File: src/hdl/xie_pkg.sv
package xie_pkg;
	// special function register addresses
	localparam logic [7:0] XIE_EN_ADDR = 8'hE7;
	localparam logic [7:0] XIE_PRIO_ADDR = 8'hF6;
	// reset values
	localparam logic [7:0] XIE_EN_RST = 8'h00;
	localparam logic [7:0] XIE_PRIO_RST = 8'h00;
	localparam logic [7:0] XIE_RD_NONE = 8'h00;
	// writable bits of the enable register
	localparam logic [7:0] XIE_EN_WMASK = 8'h5F;
	// enable register fields
	localparam int XIE_EN_UNUSED_HI = 7;
	localparam int XIE_EN_UART2 = 6;
	localparam int XIE_EN_UNUSED_LO = 5;
	localparam int XIE_EN_ADC2_CONV = 4;
	localparam int XIE_EN_ADC2_WIN = 3;
	localparam int XIE_EN_TMR4 = 2;
	localparam int XIE_EN_ADC0_CONV = 1;
	localparam int XIE_EN_TMR3 = 0;
	// priority register fields
	localparam int XIE_PR_CMP1_RISE = 7;
	localparam int XIE_PR_CMP1_FALL = 6;
	localparam int XIE_PR_CMP0_RISE = 5;
	localparam int XIE_PR_CMP0_FALL = 4;
	localparam int XIE_PR_CNT_ARRAY = 3;
	localparam int XIE_PR_ADC0_WIN = 2;
	localparam int XIE_PR_TWO_WIRE = 1;
	localparam int XIE_PR_SER_PERIPH = 0;
	// priority level encoding
	localparam logic XIE_LVL_LOW = 1'b0;
	localparam logic XIE_LVL_HIGH = 1'b1;
endpackage

File: src/hdl/xie_gate_if.sv
`timescale 1ns/1ps
interface xie_gate_if;
	logic [7:0] en_reg;
	logic [7:0] prio_reg;
	logic [7:0] en_src;
	logic [7:0] pr_src;
	logic [7:0] en_req;
	logic [7:0] hi_req;
	logic [7:0] lo_req;
	modport ctl (
		output en_reg,
		output prio_reg,
		output en_src,
		output pr_src,
		input en_req,
		input hi_req,
		input lo_req
	);
	modport gate (
		input en_reg,
		input prio_reg,
		input en_src,
		input pr_src,
		output en_req,
		output hi_req,
		output lo_req
	);
endinterface

File: src/hdl/xie_gate.sv
`timescale 1ns/1ps
module xie_gate
	import xie_pkg::*;
(
	xie_gate_if.gate g
);
	// masking of enable-register sources
	always_comb begin
		g.en_req = g.en_src & g.en_reg & XIE_EN_WMASK;
	end

	// split priority-register sources into two levels
	always_comb begin
		for (int i = 0; i < 8; i++) begin
			if (g.prio_reg[i] == XIE_LVL_HIGH) begin
				g.hi_req[i] = g.pr_src[i];
				g.lo_req[i] = 1'b0;
			end else begin
				g.hi_req[i] = 1'b0;
				g.lo_req[i] = g.pr_src[i];
			end
		end
	end
endmodule

File: src/hdl/xie_top.sv
`timescale 1ns/1ps
module xie_top
	import xie_pkg::*;
(
	// clock and reset
	input wire logic clock,
	input wire logic rst,
	// special function register port
	input wire logic [7:0] sfr_addr,
	input wire logic sfr_wr,
	input wire logic sfr_rd,
	input wire logic [7:0] sfr_wdata,
	output logic [7:0] sfr_rdata,
	// sources masked by the enable register
	input wire logic second_uart_req,
	input wire logic adc2_conv_req,
	input wire logic adc2_win_req,
	input wire logic timer4_req,
	input wire logic adc0_conv_req,
	input wire logic timer3_req,
	// sources ranked by the priority register
	input wire logic comparator_one_rise_req,
	input wire logic comparator_one_fall_req,
	input wire logic comparator_zero_rise_req,
	input wire logic comparator_zero_fall_req,
	input wire logic cnt_array_req,
	input wire logic adc0_win_req,
	input wire logic two_wire_req,
	input wire logic ser_periph_req,
	// outputs toward the core
	output logic [7:0] en_req,
	output logic [7:0] hi_req,
	output logic [7:0] lo_req,
	output logic [7:0] extended_irq_enable_two,
	output logic [7:0] extended_irq_priority_one
);
	logic [7:0] en_q;
	logic [7:0] prio_q;
	logic [7:0] rdata_q;
	logic [7:0] en_req_q;
	logic [7:0] hi_req_q;
	logic [7:0] lo_req_q;
	logic [7:0] en_src;
	logic [7:0] pr_src;

	xie_gate_if gif ();

	xie_gate u_gate (
		.g(gif.gate)
	);

	// pack sources by bit position
	always_comb begin
		en_src = 8'h00;
		en_src[XIE_EN_UART2] = second_uart_req;
		en_src[XIE_EN_ADC2_CONV] = adc2_conv_req;
		en_src[XIE_EN_ADC2_WIN] = adc2_win_req;
		en_src[XIE_EN_TMR4] = timer4_req;
		en_src[XIE_EN_ADC0_CONV] = adc0_conv_req;
		en_src[XIE_EN_TMR3] = timer3_req;
	end

	always_comb begin
		pr_src = 8'h00;
		pr_src[XIE_PR_CMP1_RISE] = comparator_one_rise_req;
		pr_src[XIE_PR_CMP1_FALL] = comparator_one_fall_req;
		pr_src[XIE_PR_CMP0_RISE] = comparator_zero_rise_req;
		pr_src[XIE_PR_CMP0_FALL] = comparator_zero_fall_req;
		pr_src[XIE_PR_CNT_ARRAY] = cnt_array_req;
		pr_src[XIE_PR_ADC0_WIN] = adc0_win_req;
		pr_src[XIE_PR_TWO_WIRE] = two_wire_req;
		pr_src[XIE_PR_SER_PERIPH] = ser_periph_req;
	end

	assign gif.en_reg = en_q;
	assign gif.prio_reg = prio_q;
	assign gif.en_src = en_src;
	assign gif.pr_src = pr_src;

	// enable register
	always_ff @(posedge clock) begin
		if (rst) begin
			en_q <= XIE_EN_RST;
		end else if (sfr_wr && sfr_addr == XIE_EN_ADDR) begin
			en_q <= sfr_wdata & XIE_EN_WMASK;
		end
	end

	// priority register
	always_ff @(posedge clock) begin
		if (rst) begin
			prio_q <= XIE_PRIO_RST;
		end else if (sfr_wr && sfr_addr == XIE_PRIO_ADDR) begin
			prio_q <= sfr_wdata;
		end
	end

	// read data, one cycle after the read strobe
	always_ff @(posedge clock) begin
		if (rst) begin
			rdata_q <= XIE_RD_NONE;
		end else if (sfr_rd) begin
			if (sfr_addr == XIE_EN_ADDR) begin
				rdata_q <= en_q & XIE_EN_WMASK;
			end else if (sfr_addr == XIE_PRIO_ADDR) begin
				rdata_q <= prio_q;
			end else begin
				rdata_q <= XIE_RD_NONE;
			end
		end
	end

	// registered request outputs
	always_ff @(posedge clock) begin
		if (rst) begin
			en_req_q <= 8'h00;
			hi_req_q <= 8'h00;
			lo_req_q <= 8'h00;
		end else begin
			en_req_q <= gif.en_req;
			hi_req_q <= gif.hi_req;
			lo_req_q <= gif.lo_req;
		end
	end

	assign sfr_rdata = rdata_q;
	assign en_req = en_req_q;
	assign hi_req = hi_req_q;
	assign lo_req = lo_req_q;
	assign extended_irq_enable_two = en_q;
	assign extended_irq_priority_one = prio_q;
endmodule

File: config.mk
export PLATFORM = sky130hd
export DESIGN_NAME = xie_top
export DESIGN_NICKNAME = d
export VERILOG_FILES = /design/src/hdl/xie_pkg.sv /design/src/hdl/xie_gate_if.sv /design/src/hdl/xie_gate.sv /design/src/hdl/xie_top.sv
export SDC_FILE = /design/constraint.sdc
export NUM_CORES = 1
export LEC_CHECK = 0
export BUFFER_PORTS_ARGS = -buffer_cell sky130_fd_sc_hd__buf_2
export CAP_MARGIN = 20
export CORE_ASPECT_RATIO = 1.25
export CORE_UTILIZATION = 50
export CTS_CLUSTER_DIAMETER = 200
export CTS_CLUSTER_SIZE = 8
export DETAILED_ROUTE_END_ITERATION = 8
export PLACE_DENSITY = 0.89
export SLEW_MARGIN = 25
export SYNTH_ARGS = -nofsm -noshare
export SYNTH_HDL_FRONTEND = slang
export SYNTH_HIERARCHICAL = 1
export SYNTH_SLANG_ARGS = --single-unit
File: constraint.sdc
create_clock -name clock -period 2.7 [get_ports clock]
set_input_delay 0.54 -clock clock [delete_from_list [all_inputs] [get_ports clock]]
set_output_delay 0.54 -clock clock [all_outputs]
set_load 0.01 [all_outputs]
* After elaboration in Yosys (flattened, before gate mapping)
Index checks and enable logic that the tools add are counted.
Storage, ports and cells: bits in registers 46, bits of input ports 34, output and inout bits 48, logic and storage cells 52
Operators by class: equality and inequality tests 2, mux-type cells 2, bitwise logic cells 9, reduce and logical (&&, ||, !) cells 18
Operator list (count):
- 2-bit OR reduction | 16
- 8-bit equality test (second input constant) | 2
- 8-bit 2-to-1 mux | 2
- 1-bit NOT | 8
- 7-bit bitwise AND | 1
- 1-bit logical AND | 2

* Longest topological paths before layout
depth in word-level cells 3, mapped depth 5

* Modules after synthesis
The synthesis kept the hierarchy.
Modules (own cells, without submodules):
- xie_top | times used 1, cells each 159, area each 1700.4 um^2, sequential area each 920.9 um^2
- xie_gate | times used 1, cells each 25, area each 156.4 um^2, sequential area each 0.0 um^2

* Least setup slack after synthesis
OpenSTA, ideal clock, no wires.
kind in2reg, start input port sfr_addr[3], end register rdata_q[5] (netlist: sfr_rdata[5]), arrival 1316 ps, required time 2630 ps, path slack 1315 ps, cell stages on the path 3, buffers on the path 0, cell sequence nand4b_1 > or4_1 > a21oi_1
Between the ends: longest elaborated chain between the ends 3
Ends and longest elaborated chain:
- start, declared | RTL line xie_top.sv:9 | input wire logic [7:0] sfr_addr,
- 8-bit equality test | RTL line xie_top.sv:105 | end else if (sfr_addr == XIE_PRIO_ADDR) begin
- 8-bit 2-to-1 mux | RTL line xie_top.sv:105
- 8-bit 2-to-1 mux (*) | RTL line xie_top.sv:103 | if (sfr_addr == XIE_EN_ADDR) begin
- end signal, assigned | RTL line xie_top.sv:104 | rdata_q <= en_q & XIE_EN_WMASK;
- end signal, assigned | RTL line xie_top.sv:106 | rdata_q <= prio_q;
- end, declared | RTL line xie_top.sv:39 | logic [7:0] rdata_q;
Every way passes the cells marked *; elsewhere a longest branch is shown, timed or not. A chain may end at the register's enable or synchronous reset.

* Worst setup path after layout
start input port sfr_addr[0], end register en_q[1] (netlist: extended_irq_enable_two[1])
Between the ends: longest elaborated chain between the ends 2
Ends and longest elaborated chain:
- 8-bit equality test | RTL line xie_top.sv:84 | end else if (sfr_wr && sfr_addr == XIE_EN_ADDR) begin
- 1-bit logical AND | RTL line xie_top.sv:84
- end signal, assigned | RTL line xie_top.sv:85 | en_q <= sfr_wdata & XIE_EN_WMASK;
- end, declared | RTL line xie_top.sv:37 | logic [7:0] en_q;
Every way passes these cells.

==> flow_results.org <==
** STA
- The count of pins over their slew limit was 0.
- Final hold violation count :: 0
- Highest clock rate :: between 0.6 and 0.7 GHz
- Adding up every negative setup slack in the final design gives 0 ns.
- Final Skew :: ~0.0077 ns
- Share of the clock period used by the worst path :: a little over half
- Setup repair after global routing left no endpoint under its margin.
- The worst path in the final design needs a cycle of roughly 1.5 ns, including I/O delays and setup.
- The worst path meets setup with around 1.2 ns of slack.
- Setup violators final :: 0

** Global route
- Maximum number of pins on one net before global-route repair :: 25
- Vias in the first global route :: between 1000 and 1500
- After global routing the overflow that remains totals 0.
- Global router's overall resource usage :: 19.9%
- The number of antenna violations at the first check in global routing is 0.
- The first global-routing pass estimated 5960 µm of wire.

** Die
- Pin placement for this block handled a little over 80 I/O pins.
- Chip height :: 70.1 µm
- The floorplan has 24 rows.
- Initial core utilization :: ~53%
- Area of the die :: a little under 4000 µm²
- Total core area :: between 3000 and 4000 µm²
- From left edge to right edge, the die measures about 57 µm.

** Setup path
- Setup slack of the worst register-to-register path :: between 1.5 and 2 ns
- Critical Path Sink Type :: flop
- On the worst path, the slowest cell contributes a delay of 0.42 ns.
- STA classifies the critical path startpoint as a primary input.
- For this design, the slowest cell found on the critical path is sky130_fd_sc_hd__nor2b_1.
- Worst path required time :: 2.92 ns
- STA puts the critical path data arrival time at about 1.7 ns.
- Category of the critical setup timing path :: in2reg
- Along the worst path, the maximum fanout reaches 8.
- The signal on the critical path passes through buf_2 -> nor2b_1 -> and4_1 -> mux2i_1.

** Finish
- Final cell area excluding filler cells :: ~2300 µm²
- # diodes :: 0
- Counting the fill cells in the layout gives a little under 300.
- Ratio of cells with drive above 1 in the final layout :: between 30% and 40%
- Final Net Count :: between 200 and 300
- Synth-to-layout area growth :: 25.4%

** CTS
- TritonCTS built the clock tree.
- Resized cells post-CTS :: 0
- The number of setup buffers added after CTS is 0.
- The clock drives 46 sinks.
- In this run the number of H-tree levels came out at 2.
- In this run the clock root is driven by a sky130_fd_sc_hd__clkbuf_8.
- The longest clock path from root to sink contains 2 buffers.
- Total of hold buffers inserted after clock tree synthesis :: 0
- Register clock-pin slew on the reported worst setup and hold paths :: about 0.080 ns
- Cts bufs inserted :: 5
- Clock network latency to the later pin of the worst-skew pair :: roughly 0.3 ns

** Power
- Total power density per cell area :: 514 nW/µm²
- IR analysis of the VDD net gives a maximum drop of approximately 470 µV.
- Summed over all cells, the static leakage comes to between 1 and 1.5 nW.
- Summing internal, switching and leakage power gives about 0.0012 W.

** Placement
- Detailed placement ended at an HPWL of 2850 µm.
- Port buffer count :: 79
- Summing all placed instances gives a cell area of approximately 2200 µm².
- Worst-case setup slack after placement :: ~0.94 ns
- Routability-driven placement finished with a final weighted congestion of 0.872.

** Detailed routing
- For this block, the initial DRC count from the detailed router was 45.
- The first detailed-routing pass took 4 iterations.
- Total routed wirelength :: around 3800 µm
- After detailed routing, the average wire length per cell comes to 12.7 µm.
- In the routed layout, each cell is associated on average with a via count of between 4 and 5.
- Number of design rule violations left after detail routing :: 0
- In this run the remaining antenna-violating nets after routing total 0.
- Number of vias in the routed layout :: 1466

** Worst hold path
- Hold WC Path Type :: reg2reg

** Logic synthesis
- Cell type contributing the most total cell area after synthesis :: sky130_fd_sc_hd__dfxtp_1
- Most numerous cell in the Yosys netlist :: sky130_fd_sc_hd__dfxtp_1
- The mapped netlist covers 1860 µm².
- Number of flops mapped to enable cells by yosys :: 0
- Fraction of post-synthesis cell area in the top cell type by area :: just under 50%
- Syn Area/Cell :: between 10 and 15 µm²
- In the synthesized netlist the async set-or-reset flop fraction comes to 0%.
- Synth cell count leaders :: sky130_fd_sc_hd__dfxtp_1 (46), sky130_fd_sc_hd__nor2b_1 (33), sky130_fd_sc_hd__nand2b_1 (31)
- Yosys attributes the largest share of cell area to sky130_fd_sc_hd__dfxtp_1 (50%), sky130_fd_sc_hd__nor2b_1 (11%), sky130_fd_sc_hd__nand2b_1 (10%), sky130_fd_sc_hd__mux2i_1 (7.5%), sky130_fd_sc_hd__and2_1 (5.1%).
- Yosys mapped the design onto 24 distinct sky130hd cell types.
- Synthesis inferred 46 register bits.
- In the synthesized netlist the dominant register cell turns out to be sky130_fd_sc_hd__dfxtp_1.
- After synthesis, flip-flops and latches occupy approximately half of the total area.
- Count of mapped cells out of synthesis :: 184
- During synthesis, Yosys emitted a total of 6 warnings.

** Flow run
- The tool flagged a number of max-cap violations equal to 0.

** Status
- Status :: finished clean
[flip-flops by register name (all words and copies together), names as in the netlist]
register                   cells
en_req                         8
extended_irq_priority_one      8
hi_req                         8
lo_req                         8
sfr_rdata                      8
extended_irq_enable_two        6
[placed cells by master (no fill, tap or decap), types with 2 or more instances in the layout]
cell                       netlist  routed
sky130_fd_sc_hd__a21oi_1         2       2
sky130_fd_sc_hd__a22oi_1         6       6
sky130_fd_sc_hd__and2_1         15      15
sky130_fd_sc_hd__buf_2           3      79
sky130_fd_sc_hd__buf_4           6       2
sky130_fd_sc_hd__clkbuf_8        0       6
sky130_fd_sc_hd__conb_1          2       4
sky130_fd_sc_hd__dfxtp_1        46      46
sky130_fd_sc_hd__mux2i_1        14      14
sky130_fd_sc_hd__nand2_1         4       4
sky130_fd_sc_hd__nand2b_1       31      31
sky130_fd_sc_hd__nor2b_1        33      33
sky130_fd_sc_hd__o32ai_1         6       6
sky130_fd_sc_hd__or4_1           2       2
[layer usage]
layer | vias up | global-route usage, % | share of wire (%)
met4 | 0 | 10.3 | 2.3
met5 | - | 0 | 0
li1 | 746 | - | -
met2 | 57 | 31.4 | 50
met3 | 8 | 6.30 | 6.1
met1 | 655 | 24.2 | 42
[critical path: cells and delay by family]
kind / cells / cell delay, ns
and+or+nand+nor: 2 / 0.84
muxes: 1 / 0.23
buffers and inverters: 1 / 0.10
[worst paths after layout]
check | from | to | cells past startpoint
worst max-delay path | sfr_addr[0] | extended_irq_enable_two[1] | 4
worst min-delay path | sfr_rdata[5] | sfr_rdata[5] | 2
worst max register to register | extended_irq_priority_one[5] | sfr_rdata[5] | 3
worst min register to register | sfr_rdata[5] | sfr_rdata[5] | 2
[metrics by stage]
step           instances  hold WS (ns)  util (%)
2_1_floorplan        186         0.487         -
3_3_place_gp         292         0.455      63.7
3_5_place_dp         292         0.461      63.7
4_1_cts              300         0.478      66.3
5_1_grt              300         0.496      66.3
6_report             300         0.473      66.3
[report_power, final]
part	total, W	switching (W)	internal, W
clock network	0.000424	0.000218	0.000207
logic	0.0000846	0.0000418	0.0000429
registers	0.000688	0.00000173	0.000686
[layout make-up]
class / instances / area (µm²) / area share [%]
Timing Repair Buffer: 81 / 410 / 17.6
Multi-Input combinational cell: 126 / 857 / 36.8
Sequential cell: 46 / 921 / 39.5
Clock inverter: 1 / 5.00 / 0.215
Tap cell: 39 / 48.8 / 2.10
Clock buffer: 7 / 86.3 / 3.71
[kinds of logic (layout without fill, tap and decap cells)]
logic type,count (synthesis),in the layout,share of synthesized area [%]
simple gates,94,94,32.0
flops,46,46,49.6
other cells,2,4,0.404
compound gates,14,14,5.79
buf+inv,14,89,4.65
mux,14,14,7.55
(Power assumes the default switching activity.)
